$ cat src/rtl/bbh_pkg.sv
/*
 * bbh_pkg: constants, encodings and carrier types for the buck/boost
 * hibernate configuration block.
 * Assumes a 16-bit register view placed on a 32-bit APB word bus.
 */
package bbh_pkg;

	// ****************************************************************
	// register map (indices; byte address is index times four)
	// ****************************************************************
	localparam int         ADDR_W          = 12;
	localparam logic [9:0] IDX_BUCK1_CTRL  = 10'h0B4;
	localparam logic [9:0] IDX_BUCK1_LP    = 10'h0B6;
	localparam logic [9:0] IDX_CONV2_CTRL  = 10'h0B7;
	localparam logic [9:0] IDX_SLEEP_CTRL  = 10'h0C0;
	localparam logic [9:0] IDX_STATUS      = 10'h0C1;

	// ****************************************************************
	// field positions
	// ****************************************************************
	localparam int B1_VCODE_LSB   = 0;
	localparam int B1_MODE_LSB    = 12;
	localparam int B1_SRC_LSB     = 8;
	localparam int B1_ALT_LSB     = 0;
	localparam int C2_TOPO_BIT    = 14;
	localparam int C2_SLEEP_BIT   = 12;
	localparam int C2_SRC_LSB     = 8;
	localparam int C2_LIM_BIT     = 6;
	localparam int C2_RHI_BIT     = 4;
	localparam int C2_RLO_BIT     = 3;
	localparam int C2_FB_LSB      = 0;
	localparam int SLP_REG_BIT    = 0;

	// ****************************************************************
	// reset values and writable masks
	// ****************************************************************
	localparam logic [15:0] BUCK1_CTRL_RST = 16'h000E;
	localparam logic [15:0] BUCK1_LP_RST   = 16'h1006;
	localparam logic [15:0] CONV2_CTRL_RST = 16'h0018;
	localparam logic [15:0] SLEEP_CTRL_RST = 16'h0000;
	localparam logic [15:0] BUCK1_CTRL_MSK = 16'h007F;
	localparam logic [15:0] BUCK1_LP_MSK   = 16'h737F;
	localparam logic [15:0] CONV2_CTRL_MSK = 16'h535B;
	localparam logic [15:0] SLEEP_CTRL_MSK = 16'h0001;

	// ****************************************************************
	// voltage code scale
	// ****************************************************************
	localparam logic [11:0] BUCK_BASE_MV  = 12'h352;
	localparam logic [11:0] BUCK_STEP_MV  = 12'h019;
	localparam logic [6:0]  BUCK_MAX_CODE = 7'h66;
	localparam logic [1:0]  RAMP_USB      = 2'h3;

	// ****************************************************************
	// encodings
	// ****************************************************************
	typedef enum logic [2:0] {
		B1_KEEP     = 3'b000,
		B1_ALT      = 3'b001,
		B1_STBY     = 3'b010,
		B1_STBY_ALT = 3'b011,
		B1_LDO      = 3'b100,
		B1_LDO_ALT  = 3'b101,
		B1_RSVD     = 3'b110,
		B1_OFF      = 3'b111
	} bbh_b1_sleep_t;

	typedef enum logic [1:0] {
		SRC_REG  = 2'b00,
		SRC_LP_A = 2'b01,
		SRC_LP_B = 2'b10,
		SRC_LP_C = 2'b11
	} bbh_src_t;

	typedef enum logic [1:0] {
		FB_PIN    = 2'b00,
		FB_SINK_A = 2'b01,
		FB_SINK_B = 2'b10,
		FB_USB    = 2'b11
	} bbh_fb_t;

	// ****************************************************************
	// carriers toward the power stages
	// ****************************************************************
	typedef struct packed {
		logic        en;
		logic        standby;
		logic        ldo;
		logic [6:0]  vcode;
		logic [11:0] mv;
	} bbh_buck1_t;

	typedef struct packed {
		logic       en;
		logic       switch_mode;
		logic       low_limit;
		logic [1:0] ramp;
		bbh_fb_t    fb_src;
		logic       usb_div;
	} bbh_conv2_t;

endpackage : bbh_pkg

$ cat src/rtl/bbh_pin_sync.sv
/*
 * bbh_pin_sync: three-stage synchroniser for one asynchronous pin.
 * Assumes the pin may change at any time relative to clk.
 */
`timescale 1ns/1ps
module bbh_pin_sync (
	// clock and reset
	input  wire logic clk,
	input  wire logic arst_n,
	// pin and result
	input  wire logic pin,
	output logic      level
);
	import bbh_pkg::*;

	logic s1_reg;
	logic s2_reg;
	logic s3_reg;

	// stage one feeds only stage two
	always_ff @(posedge clk or negedge arst_n) begin
		if (!arst_n) begin
			s1_reg <= 1'b0;
			s2_reg <= 1'b0;
			s3_reg <= 1'b0;
		end else begin
			s1_reg <= pin;
			s2_reg <= s1_reg;
			s3_reg <= s2_reg;
		end
	end

	// accept a change only once two stages agree, filters one-cycle glitches
	always_ff @(posedge clk or negedge arst_n) begin
		if (!arst_n) begin
			level <= 1'b0;
		end else if (s2_reg == s3_reg) begin
			level <= s3_reg;
		end
	end

endmodule : bbh_pin_sync

$ cat src/rtl/bbh_sleep_sel.sv
/*
 * bbh_sleep_sel: picks one converter's hibernate source.
 * Assumes all inputs are already in the clk domain.
 */
`timescale 1ns/1ps
module bbh_sleep_sel (
	// selection
	input  bbh_pkg::bbh_src_t source,
	// candidate sources
	input  wire logic         reg_bit,
	input  wire logic [2:0]   lp_in,
	input  wire logic         gpio_hib,
	// result
	output logic              active
);
	import bbh_pkg::*;

	logic picked;

	// trigger field chooses one source; gpio input always adds in
	always_comb begin
		case (source)
			SRC_REG:  picked = reg_bit;
			SRC_LP_A: picked = lp_in[0];
			SRC_LP_B: picked = lp_in[1];
			default:  picked = lp_in[2];
		endcase
		active = picked | gpio_hib;
	end

endmodule : bbh_sleep_sel

$ cat src/rtl/bbh_top.sv
/*
 * bbh_top: register file and hibernate selection for a buck converter
 * and a boost/switch converter, reached over APB.
 * Assumes a 10 MHz clk, pin inputs asynchronous to it, and a one-cycle
 * field_reset pulse from the power state machine on the same clock.
 * Reserved buck code 110 acts as 000; ramp forcing shows on outputs only.
 */
// Added by the designer: register access over APB.
`timescale 1ns/1ps
module bbh_top (
	// clock and reset
	input  wire logic                    clk,
	input  wire logic                    arst_n,
	input  wire logic                    field_reset,
	// apb slave
	input  wire logic                    psel,
	input  wire logic                    penable,
	input  wire logic                    pwrite,
	input  wire logic [bbh_pkg::ADDR_W-1:0] paddr,
	input  wire logic [31:0]             pwdata,
	output logic      [31:0]             prdata,
	output logic                         pready,
	output logic                         pslverr,
	// hibernate sources (asynchronous pins)
	input  wire logic                    low_power_input_a,
	input  wire logic                    low_power_input_b,
	input  wire logic                    low_power_input_c,
	input  wire logic                    gpio_hib,
	// enables from start-up sequencing
	input  wire logic                    buck1_on_req,
	input  wire logic                    conv2_on_req,
	// converter controls
	output bbh_pkg::bbh_buck1_t          buck1_out,
	output bbh_pkg::bbh_conv2_t          conv2_out,
	output logic                         buck1_sleeping,
	output logic                         conv2_sleeping
);
	import bbh_pkg::*;

	// ****************************************************************
	// declarations
	// ****************************************************************
	logic [15:0]   buck1_ctrl_reg;
	logic [15:0]   buck1_lp_reg;
	logic [15:0]   conv2_ctrl_reg;
	logic [15:0]   sleep_ctrl_reg;
	logic [31:0]   rdata_next;
	logic          hit;
	logic [9:0]    idx;
	logic          wr_en;
	logic [3:0]    pins_raw;
	logic [3:0]    pins_sync;
	logic          b1_hib;
	logic          c2_hib;
	bbh_buck1_t    buck1_next;
	bbh_conv2_t    conv2_next;
	bbh_b1_sleep_t b1_mode;
	logic [6:0]    b1_code;
	logic          b1_use_alt;
	logic [1:0]    c2_ramp_field;
	logic [5:0]    status_vec;
	logic          c2_sleep_off;

	// ****************************************************************
	// pin synchronisers
	// ****************************************************************
	assign pins_raw = {gpio_hib, low_power_input_c, low_power_input_b, low_power_input_a};

	// one synchroniser per asynchronous hibernate source
	for (genvar i = 0; i < 4; i++) begin : g_sync
		bbh_pin_sync u_sync (
			.clk    (clk),
			.arst_n (arst_n),
			.pin    (pins_raw[i]),
			.level  (pins_sync[i])
		);
	end

	// ****************************************************************
	// apb decode
	// ****************************************************************
	assign idx    = paddr[ADDR_W-1:2];
	assign pready = 1'b1; // zero wait states
	assign wr_en  = psel && penable && pwrite && hit;

	// status word: synced pins above the two hibernate flags
	assign status_vec = {pins_sync, c2_hib, b1_hib};

	// map check on word index; low two address bits ignored
	always_comb begin
		hit        = 1'b1;
		rdata_next = 32'h0000_0000;
		if (idx == IDX_BUCK1_CTRL) begin
			rdata_next[15:0] = buck1_ctrl_reg;
		end else if (idx == IDX_BUCK1_LP) begin
			rdata_next[15:0] = buck1_lp_reg;
		end else if (idx == IDX_CONV2_CTRL) begin
			rdata_next[15:0] = conv2_ctrl_reg;
		end else if (idx == IDX_SLEEP_CTRL) begin
			rdata_next[15:0] = sleep_ctrl_reg;
		end else if (idx == IDX_STATUS) begin
			rdata_next[5:0] = status_vec;
		end else begin
			hit = 1'b0;
		end
	end

	// error only in the access phase of an unmapped transfer
	assign pslverr = psel && penable && !hit;

	// read data captured in setup so it is a flop in the access phase
	always_ff @(posedge clk or negedge arst_n) begin
		if (!arst_n) begin
			prdata <= 32'h0000_0000;
		end else if (psel && !penable) begin
			prdata <= rdata_next;
		end
	end

	// ****************************************************************
	// configuration registers
	// ****************************************************************
	// buck normal voltage code; state machine reset wins over a write
	always_ff @(posedge clk or negedge arst_n) begin
		if (!arst_n) begin
			buck1_ctrl_reg <= BUCK1_CTRL_RST;
		end else if (field_reset) begin
			buck1_ctrl_reg <= BUCK1_CTRL_RST;
		end else if (wr_en && idx == IDX_BUCK1_CTRL) begin
			buck1_ctrl_reg <= pwdata[15:0] & BUCK1_CTRL_MSK;
		end
	end

	// buck hibernate mode, trigger and image code
	always_ff @(posedge clk or negedge arst_n) begin
		if (!arst_n) begin
			buck1_lp_reg <= BUCK1_LP_RST;
		end else if (field_reset) begin
			buck1_lp_reg <= BUCK1_LP_RST;
		end else if (wr_en && idx == IDX_BUCK1_LP) begin
			buck1_lp_reg <= pwdata[15:0] & BUCK1_LP_MSK;
		end
	end

	// converter two fields; written ramp bits kept even when forced
	always_ff @(posedge clk or negedge arst_n) begin
		if (!arst_n) begin
			conv2_ctrl_reg <= CONV2_CTRL_RST;
		end else if (field_reset) begin
			conv2_ctrl_reg <= CONV2_CTRL_RST;
		end else if (wr_en && idx == IDX_CONV2_CTRL) begin
			conv2_ctrl_reg <= pwdata[15:0] & CONV2_CTRL_MSK;
		end
	end

	// hibernate register bit; mask keeps unused bits reading zero
	always_ff @(posedge clk or negedge arst_n) begin
		if (!arst_n) begin
			sleep_ctrl_reg <= SLEEP_CTRL_RST;
		end else if (field_reset) begin
			sleep_ctrl_reg <= SLEEP_CTRL_RST;
		end else if (wr_en && idx == IDX_SLEEP_CTRL) begin
			sleep_ctrl_reg <= pwdata[15:0] & SLEEP_CTRL_MSK;
		end
	end

	// ****************************************************************
	// hibernate source selection
	// ****************************************************************
	// buck source from its trigger field
	bbh_sleep_sel u_b1_sel (
		.source   (bbh_src_t'(buck1_lp_reg[B1_SRC_LSB +: 2])),
		.reg_bit  (sleep_ctrl_reg[SLP_REG_BIT]),
		.lp_in    (pins_sync[2:0]),
		.gpio_hib (pins_sync[3]),
		.active   (b1_hib)
	);

	// converter two source, same encoding
	bbh_sleep_sel u_c2_sel (
		.source   (bbh_src_t'(conv2_ctrl_reg[C2_SRC_LSB +: 2])),
		.reg_bit  (sleep_ctrl_reg[SLP_REG_BIT]),
		.lp_in    (pins_sync[2:0]),
		.gpio_hib (pins_sync[3]),
		.active   (c2_hib)
	);

	// ****************************************************************
	// buck converter behaviour
	// ****************************************************************
	assign b1_mode = bbh_b1_sleep_t'(buck1_lp_reg[B1_MODE_LSB +: 3]);

	// hibernate overrides are derived, fields untouched, so exit is automatic
	always_comb begin
		buck1_next.en      = buck1_on_req;
		buck1_next.standby = 1'b0;
		buck1_next.ldo     = 1'b0;
		b1_use_alt         = 1'b0;
		if (b1_hib) begin
			case (b1_mode)
				B1_KEEP: begin
					b1_use_alt = 1'b0;
				end
				B1_ALT: begin
					b1_use_alt = 1'b1;
				end
				B1_STBY: begin
					buck1_next.standby = 1'b1;
				end
				B1_STBY_ALT: begin
					buck1_next.standby = 1'b1;
					b1_use_alt         = 1'b1;
				end
				B1_LDO: begin
					buck1_next.ldo = 1'b1;
				end
				B1_LDO_ALT: begin
					buck1_next.ldo = 1'b1;
					b1_use_alt     = 1'b1;
				end
				B1_OFF: begin
					buck1_next.en = 1'b0;
				end
				// reserved code acts as no change, like code 000
				default: begin
					b1_use_alt = 1'b0;
				end
			endcase
		end
		// normal code outside hibernate, image code when asked for
		b1_code = b1_use_alt ? buck1_lp_reg[B1_ALT_LSB +: 7]
		                     : buck1_ctrl_reg[B1_VCODE_LSB +: 7];
		// codes past the top step are held at the maximum voltage
		if (b1_code > BUCK_MAX_CODE) begin
			b1_code = BUCK_MAX_CODE;
		end
		buck1_next.vcode = b1_code;
		buck1_next.mv    = BUCK_BASE_MV + BUCK_STEP_MV * {5'h00, b1_code};
	end

	// ****************************************************************
	// converter two behaviour
	// ****************************************************************
	assign c2_ramp_field = {conv2_ctrl_reg[C2_RHI_BIT], conv2_ctrl_reg[C2_RLO_BIT]};

	// output off only while hibernate lasts and the disable bit is set
	assign c2_sleep_off = c2_hib && conv2_ctrl_reg[C2_SLEEP_BIT];

	always_comb begin
		conv2_next.switch_mode = conv2_ctrl_reg[C2_TOPO_BIT];
		conv2_next.low_limit   = conv2_ctrl_reg[C2_LIM_BIT];
		conv2_next.fb_src      = bbh_fb_t'(conv2_ctrl_reg[C2_FB_LSB +: 2]);
		conv2_next.usb_div     = (conv2_next.fb_src == FB_USB);
		// usb feedback implies the lowest output range
		conv2_next.ramp = conv2_next.usb_div ? RAMP_USB : c2_ramp_field;
		// sleep disable gates the enable only while hibernate lasts
		conv2_next.en = conv2_on_req && !c2_sleep_off;
	end

	// ****************************************************************
	// registered outputs
	// ****************************************************************
	// one flop stage keeps buck control lines glitch free toward the stage
	always_ff @(posedge clk or negedge arst_n) begin
		if (!arst_n) begin
			buck1_out      <= '0;
			buck1_sleeping <= 1'b0;
		end else begin
			buck1_out      <= buck1_next;
			buck1_sleeping <= b1_hib;
		end
	end

	// converter two controls, same single flop stage
	always_ff @(posedge clk or negedge arst_n) begin
		if (!arst_n) begin
			conv2_out      <= '0;
			conv2_sleeping <= 1'b0;
		end else begin
			conv2_out      <= conv2_next;
			conv2_sleeping <= c2_hib;
		end
	end

endmodule : bbh_top

$ cat config.mk
export PLATFORM = sky130hd
export DESIGN_NAME = bbh_top
export DESIGN_NICKNAME = d
export VERILOG_FILES = /design/src/rtl/bbh_pkg.sv /design/src/rtl/bbh_pin_sync.sv /design/src/rtl/bbh_sleep_sel.sv /design/src/rtl/bbh_top.sv
export SDC_FILE = /design/constraint.sdc
export NUM_CORES = 1
export LEC_CHECK = 0
export ABC_AREA = 1
export BUFFER_PORTS_ARGS = -buffer_cell sky130_fd_sc_hd__buf_2
export CAP_MARGIN = 20
export CELL_PAD_IN_SITES_DETAIL_PLACEMENT = 1
export CELL_PAD_IN_SITES_GLOBAL_PLACEMENT = 1
export CORE_MARGIN = 2
export CORE_UTILIZATION = 39
export DETAILED_ROUTE_END_ITERATION = 8
export MAX_ROUTING_LAYER = met4
export PLACE_DENSITY = 0.82
export SLEW_MARGIN = 25
export SYNTH_ARGS = -nofsm -noshare
export SYNTH_HDL_FRONTEND = slang
export SYNTH_SLANG_ARGS = --single-unit
$ cat constraint.sdc
create_clock -name clk -period 4.8 [get_ports clk]
set_input_delay 0.96 -clock clk [delete_from_list [all_inputs] [get_ports clk]]
set_output_delay 0.96 -clock clk [all_outputs]
set_load 0.1 [all_outputs]
==> results.txt, run 1 <==
* Critical path class: flip-flop to flip-flop
- Setup violations remaining at the end of the flow were counted as 0.
- Gate power share: 0.311
* Number of top-level design ports: approximately 120
* TritonCTS clock tree: yes
- Fraction of the yosys area taken by sequential cells: 0.498
- Count of mapped cells out of synthesis: 485
- Number of cell rows: 38
- Synth Cell Area: about 4400 sq um
- Antenna cells: 0
- Summing all non-filler instances in the final layout gives an area of about 5100 sq um.
- In this run the standard cell core region covers 11000 sq um.
- Number of enable-type register cells in the synthesized netlist: 0
- For this run, the number of Yosys warnings is 0.
* Total number of nets in the final design: ~640
- DR iter-0 viols: ~240
* Final Hold Violating Endpoints: 0
- Final weighted congestion in routability-driven placement: about 0.84
- Clock transition at the registers of the reported paths: about 60 ps
- Worst min-delay path class: flip-flop to flip-flop
* Final total power: ~2.1 mW
* Hold Slack: roughly 350 ps
- Of the total power, the share spent switching nets is 0.406.
- The first global-routing pass estimated 18700 um of wire.
- Synth top area share: 0.451
- Maximum number of pins on one net before global-route repair: 89
* Width of the die: 111 um
- Antenna violations before repair: 0
* Required @ worst endpoint: between 5000 and 6000 ps
- Based on the critical path, the design can be clocked at up to roughly 230 MHz.
- Avg Cell Area, Syn: between 9 and 10 sq um
* Placement Cell Area: roughly 4900 sq um
- Buffers from clock root to sink, at most: 2
- Count of hold-fix buffers inserted at cts: 0
- Grt ovf: 0
* Sequential cell fraction of total power: 0.385
- Worst rel slew slack: 0.482
- Yosys attributes the largest share of cell area to dfrtp_1 45%, nand2_1 10%, ha_1 6.2%, nand3_1 6.1%, dfstp_2 4.7%.
* DRT Wirelength: roughly 11000 um
- For the pin with the worst max-slew slack, the measured transition is 777 ps.
* Data arrival time of the critical path: ~4600 ps
* Number of buffers inserted during clock tree synthesis: 9
- After synthesis the netlist holds a flip-flop and latch count of between 80 and 90.
- The die covers 12300 sq um.
* Largest register FFs: 21
- Internal power summed over all cells: approximately 1.3 mW
- Clock sink count: just under 90
* Number of input and output port buffers inserted: between 70 and 80
* Drt first pass iters: 4
- Number of vias after detailed routing: about 3.5k
- The flow ran to the end, and the final reports show no timing, DRC or antenna violations.
* Unrepaired setup endpoints after global routing: no
- Number of maximum-capacitance constraint violations: 0
- Top cells by count, synth: 120 x nand2_1, 80 x dfrtp_1, 54 x nand3_1, 51 x inv_1, 23 x nor2_1
- In the finished design, the share of the clock period the worst path needs comes to 0.899.
- Vias per cell: 4.98
- Of the total power, the clock network draws 0.304.
- Filler Cell Count: ~1.3k
- By instance count, the leading cell after synthesis is nand2_1.
* Pwr per Cell Area: just over 400 nW/um^2
- Number of max-slew violations in the final report: 0
- Buffer type at the clock tree root: clkbuf_16
- In the final routed layout, each cell accounts on average for between 15 and 20 um.
* CP startpoint kind: flip-flop
- The H-tree was split into 3 levels.
* PostCTS Resize Cnt: 0
* Dominant synthesized flop cell: dfrtp_1
* Leakage power of the design: between 2 and 3 nW
- Share of final-layout standard cells stronger than drive strength 1: 0.231
- Peak VDD IR: 0.000265 V
* Total track usage: 0.196
* Post-DRT Antenna Nets: 0
- For this configuration, the core starts out at a cell density of 0.404.
- Via count of the first global-routing pass: 3669
- Number of DRC violations after detailed routing: 0
- Between clock sinks in the finished design, the worst skew comes to around 9.6 ps.
* Aggregate negative setup slack: 0 ps
- The worst setup path is captured at a flip-flop.
- After layout, the minimum clock period comes to around 4300 ps.
* Highest fanout seen on the critical path: 12
- After legalization and detailed placement, the total HPWL measured between 8000 and 9000 um.
- After clock tree synthesis, the setup repair step added 0 buffers.
- Switching Power: approximately 0.87 mW
- Clock latency on the worst-skew pair: roughly 350 ps
* Cell accounting for the most synthesized area: dfrtp_1
- Post-Route Utilization: 0.468
- The die is ~110 um tall.
- Share of flip-flops with an asynchronous set or reset after synthesis: 1.00
- Compared with the post-synthesis result, the final layout area differs by 15.8%.
- Count of cell types in the netlist: 39
[stage by stage]
step | setup WS (ps) | cells
2_1_floorplan | 1010 | 504
3_3_place_gp | 613 | 692
3_5_place_dp | 469 | 692
4_1_cts | 450 | 708
5_1_grt | 83.2 | 708
6_report | 484 | 708
[placed cells by master, fill, tap and decap left out, types with 2 or more instances in the layout]
master     count
inv_1         51
xor2_1         7
inv_6          3
nor2_1        23
o21ai_0       13
maj3_1         4
clkbuf_1       2
o211ai_1       7
fa_1           3
nand4_1        4
inv_2          4
nand3_4        3
nor3_1         4
nand2_1      120
conb_1        21
a21oi_1       13
nor2_2         6
o221ai_1       4
nand3_1       54
a21boi_0       2
or2_2          5
dfstp_2        8
dfrtp_1       80
clkbuf_16      9
buf_2         77
ha_1          22
nand2_2        3
[area by class of cell]
class,count,area [sq um],area share
Sequential cell,88,2210,0.430
Multi-Input combinational cell,328,1860,0.362
Timing Repair Buffer,79,404,0.0786
Clock buffer,11,233,0.0453
Inverter,57,216,0.0421
Tap cell,140,175,0.0341
Clock inverter,5,40.0,0.00779
[worst max-delay path, stage by stage, from the launching register on]
cell	delay, ps
dfrtp_1	440
inv_2	100
nand2_1	50
nand3_1	60
nand2_1	60
nand2_2	220
nand2_1	220
nand2_1	100
nand2_1	160
nand2_1	110
inv_1	50
nand2_2	90
inv_2	60
nor2_2	150
inv_1	90
ha_1	350
fa_1	440
ha_1	290
ha_1	390
a21oi_1	210
o211ai_1	150
nand2_1	90
nand2_1	50
a21oi_1	150
xor2_1	160
[cells by family after synthesis]
logic type | synth area share
AND/OR/NAND/NOR | 0.241
XOR/XNOR | 0.0138
adder cells (fa/ha/maj) | 0.0845
other | 0.00169
buffers and inverters | 0.0986
AO/OA/AOI/OAI | 0.0617
flip-flops | 0.498
[path summary, 6_finish.rpt]
path,slack (ps),to,cells after the start,from
setup / recovery,480,buck1_out[11],24,buck1_lp_reg[8]
min in group asynchronous,670,g_sync[1].u_sync.s1_reg,1,arst_n
hold / removal,350,g_sync[0].u_sync.s2_reg,0,g_sync[0].u_sync.s1_reg
hold reg to reg,350,g_sync[0].u_sync.s2_reg,0,g_sync[0].u_sync.s1_reg
max in group asynchronous,3610,buck1_out[9],1,arst_n
setup reg to reg,480,buck1_out[11],24,buck1_lp_reg[8]
[layer usage]
layer | GRT usage | wire (um) | vias to the layer above
met5 | - | 0 | -
met4 | 0.0767 | 250 | 0
met3 | 0.0399 | 614 | 21
met2 | 0.292 | 5200 | 116
met1 | 0.266 | 5070 | 1705
li1 | - | - | 1683
[power groups by stage]
stage	combinational (mW)	sequential, mW	clock [mW]
4_1_cts	0.669	0.823	0.660
3_3_place_gp	0.653	0.834	0
2_1_floorplan	0.249	1.14	0
5_1_grt	0.705	0.828	0.699
6_report	0.665	0.823	0.650
3_5_place_dp	0.666	0.836	0
Power figures use the tool's default switching activity.
==> inputs of run 2 (changes only) <==
Settings changed: CORE_UTILIZATION 39 to 30, PLACE_DENSITY 0.82 to 0.66.
==> run 2 against run 1 <==
Effect of this change: critical path depth is the same; maximum frequency shrank 0.83%; final area grew 2.2%; sequential power is essentially flat; sequential share of layout area shrank 0.94 points; clock skew is essentially flat; non-clock buffer count grew 1; register-to-register slack lost 40 ps; setup slack lost 36 ps; count of clock-buffer cells in the layout shrank 2; wire length grew 5.2%; cell count grew 6.4%; critical endpoint unchanged.
==> results.txt, run 2 (same netlist as run 1, synthesis figures left out) <==
- Result of the run: complete, no violations (unchanged).
* Sequential cell fraction of total power: 0.364 (was 0.385)
* Clock group share of total power: 0.341 (was 0.304)
- The number of global-route vias before repair was 3660 (was 3669).
- PostCTS Resize Cnt: 0 (unchanged)
- The depth of the CTS H-tree came to 3 (unchanged).
- Estimated wirelength of the detail-placed design: 8860 um (was 8430 um)
- The number of DRC markers after the initial detailed-route iteration was 147 (was 239).
- The maximum vdd drop came to 0.000201 V (was 0.000265 V).
* Final weighted congestion in routability-driven placement: 0.832 (was 0.841)
- Post-route cell area: 5260 sq um (was 5140 sq um)
- The total grt overflow is 0 (unchanged).
* Width of the die: 126 um (was 111 um)
* Number of top-level design ports: 122 (unchanged)
* Switching share of total power: 0.391 (was 0.406)
* Setup clock skew after layout: 10.1 ps (was 9.64 ps)
- The clock period minus worst slack is 4350 ps (was 4320 ps).
- The root cell of the clock tree was clkbuf_16 (unchanged).
- Number of maximum-capacitance constraint violations: 0 (unchanged)
- The setup TNS was 0 ps (unchanged).
* Most common cell after layout, fill and taps aside: nand2_1 (unchanged)
* First-pass GRT wire length: 19300 um (was 18700 um)
- The internal power component came to 1.37 mW (was 1.27 mW).
* Leakage power of the design: 2.82 nW (was 2.79 nW)
* Filler-free cell count of the finished design: 753 (was 708)
- Post-DRT Antenna Nets: 0 (unchanged)
* Antenna violations before repair: 0 (unchanged)
- The final-layout worst hold slack is 349 ps (was 351 ps).
- The number of buffers added on ports came to 78 (unchanged).
* CP Buf/Inv Count: 4 (unchanged)
- Maximum number of pins on one net before global-route repair: 49 (was 89)
- Critical path class: flip-flop to flip-flop (unchanged)
* Critical R2R Capture: buck1_out[11] (unchanged)
- The fraction of the cycle the final worst path needs is 0.907 (was 0.899).
- The post-route met1 wirelength was 5380 um (was 5070 um).
- The highest clock frequency the design can meet came to 230 MHz (was 232 MHz).
- The number of instances on the worst hold path came to 0 (unchanged).
- Share of final-layout standard cells stronger than drive strength 1: 0.236 (was 0.231)
- Drt first pass iters: 4 (unchanged)
* Initial core utilization: 0.307 (was 0.404)
- CP max stage cell: fa_1 (was dfrtp_1)
- Final total power: 2.26 mW (was 2.14 mW)
- The layout overhead on the synthesized area came to 18.4% (was 15.8%).
- Critical path capture point type: flip-flop (unchanged)
- The clock transition at the registers of the reported paths was 70 ps (was 60 ps).
* Placeable core region: 14500 sq um (was 11000 sq um)
- Number of DRC violations after detailed routing: 0 (unchanged)
* Worst min-delay path class: flip-flop to flip-flop (unchanged)
- Amount of wire on met3 after detailed routing: 628 um (was 614 um)
* Worst reg2reg setup slack: 450 ps (was 480 ps)
- The start point of the critical path is buck1_lp_reg[8] (unchanged).
- Overall die height: 126 um (was 111 um)
- Placement Cell Area: 4930 sq um (was 4870 sq um)
- The count of final max-slew check failures is 0 (unchanged).
* Final Hold Violating Endpoints: 0 (unchanged)
- The data arrival time of the worst path came to 4630 ps (was 4580 ps).
* Post-Place Cells: 737 (was 692)
* Number of logic stages on the critical path including buffering: 24 (unchanged)
- The ratio of routed vias to standard cells came to 4.69 (was 4.98).
- Highest fanout seen on the critical path: 12 (unchanged)
- The transition at the pin with the smallest max-transition slack was 935 ps (was 777 ps).
- Largest register FFs: 21 (unchanged)
- Top delay family on crit path: adder cells (unchanged)
* Number of cell rows: 44 (was 38)
* Cells on worst reg2reg path: 24 (unchanged)
- The top routing layer in use is met4 (unchanged).
* TritonCTS clock tree: yes (unchanged)
* Unrepaired setup endpoints after global routing: no (unchanged)
- Gate power share: 0.295 (was 0.311)
* Buffers from clock root to sink, at most: 2 (unchanged)
- The delay of the slowest cell on the worst path is 450 ps (was 440 ps).
* Critical path capture point: buck1_out[11] (unchanged)
- Met2 routed wirelength: 5470 um (was 5200 um)
- Worst rel slew slack: 0.376 (was 0.482)
- Number of vias after detailed routing: 3530 (was 3525)
- Required @ worst endpoint: 5070 ps (about the same)
- Endpoints failing setup: 0 (unchanged)
* Antenna cells: 0 (unchanged)
- Most frequent cells in the layout: 120 x nand2_1, 80 x dfrtp_1, 77 x buf_2, 54 x nand3_1, 51 x inv_1 (unchanged)
- DRT Wirelength: 11700 um (was 11100 um)
- The clock sink total was 88 (unchanged).
- The total routing resource utilization after global routing was 0.161 (was 0.196).
- Worst R2R Start: buck1_lp_reg[8] (unchanged)
* Setup Buffers After CTS: 0 (unchanged)
- The switching component of the power came to 0.883 mW (was 0.869 mW).
- The routed length per instance is 15.6 um (was 15.7 um).
- Most prevalent standard cell on the critical path: nand2_1 (unchanged)
- Worst path cell trace: inv_2, nand2_1, nand3_1, nand2_1, nand2_2, nand2_1, nand2_1, nand2_1, nand2_1, inv_1, nand2_2, inv_2, nor2_2, inv_1, ha_1, fa_1, ha_1, ha_1, a21oi_1, o211ai_1, nand2_1, nand2_1, a21oi_1, xor2_1 (unchanged)
- Clock latency on the worst-skew pair: 350 ps (about the same)
- CP startpoint kind: flip-flop (unchanged)
- Count of hold-fix buffers inserted at cts: 0 (unchanged)
- Area of the die: 15800 sq um (was 12300 sq um)
- The number of nets at the end of the flow was 645 (was 644).
* Pwr per Cell Area: 429 nW/um^2 (was 416 nW/um^2)
- Number of buffers inserted during clock tree synthesis: 9 (unchanged)
[run 2: changes by cell type in the layout (fill, tap and decap cells not counted), moves of 2 or more]
| cell | change |
|---|---|
| inv_6 | -3 |
| clkbuf_1 | -2 |
| bufinv_16 | +2 |
| buf_4 | +2 |
| clkinvlp_4 | +2 |
[run 2: layer usage]
metal	vias to the layer above	track usage
met4	0	0.0621
met5	-	-
met3	17	0.0280
li1	1682	-
met2	92	0.253
met1	1739	0.207
[run 2: power by group through the flow]
stage	combinational [mW]	sequential [mW]	clock (mW)
global placement	0.659	0.834	0
CTS	0.671	0.822	0.793
detailed placement	0.670	0.836	0
finish	0.665	0.821	0.769
floorplan	0.249	1.14	0
global route	0.706	0.828	0.821
[run 2: cell type report]
cell class,instances,area [sq um]
fillers,1739,9220
flip-flops and latches,88,2210
multi-input cells,328,1860
repair buffers,80,408
well taps,184,230
clock buffers,9,225
inverters,57,216
clock inverters,7,104
[run 2: how the worst min path moves through the flow]
stage / start / endpoint
floorplan: g_sync[0].u_sync.s1_reg / g_sync[0].u_sync.s2_reg
global placement: g_sync[2].u_sync.s1_reg / g_sync[2].u_sync.s2_reg
detailed placement: g_sync[2].u_sync.s1_reg / g_sync[2].u_sync.s2_reg
CTS: g_sync[1].u_sync.s1_reg / g_sync[1].u_sync.s2_reg
global route: g_sync[2].u_sync.s1_reg / g_sync[2].u_sync.s2_reg
finish: g_sync[2].u_sync.s1_reg / g_sync[2].u_sync.s2_reg
[run 2: metrics by stage]
stage          setup WS [ps]   util
5_1_grt                 46.5  0.363
3_5_place_dp             401  0.340
6_report                 447  0.363
3_3_place_gp             501  0.340
2_1_floorplan           1010      -
4_1_cts                  394  0.363
[run 2: worst reg2reg max path, stage by stage, from the launching register on]
cell and delay (ps):
dfrtp_1 430, inv_2 90, nand2_1 50, nand3_1 70, nand2_1 60, nand2_2 230
nand2_1 240, nand2_1 100, nand2_1 160, nand2_1 120, inv_1 50, nand2_2 100
inv_2 60, nor2_2 150, inv_1 80, ha_1 340, fa_1 450, ha_1 290
ha_1 380, a21oi_1 210, o211ai_1 160, nand2_1 90, nand2_1 50, a21oi_1 160
xor2_1 160
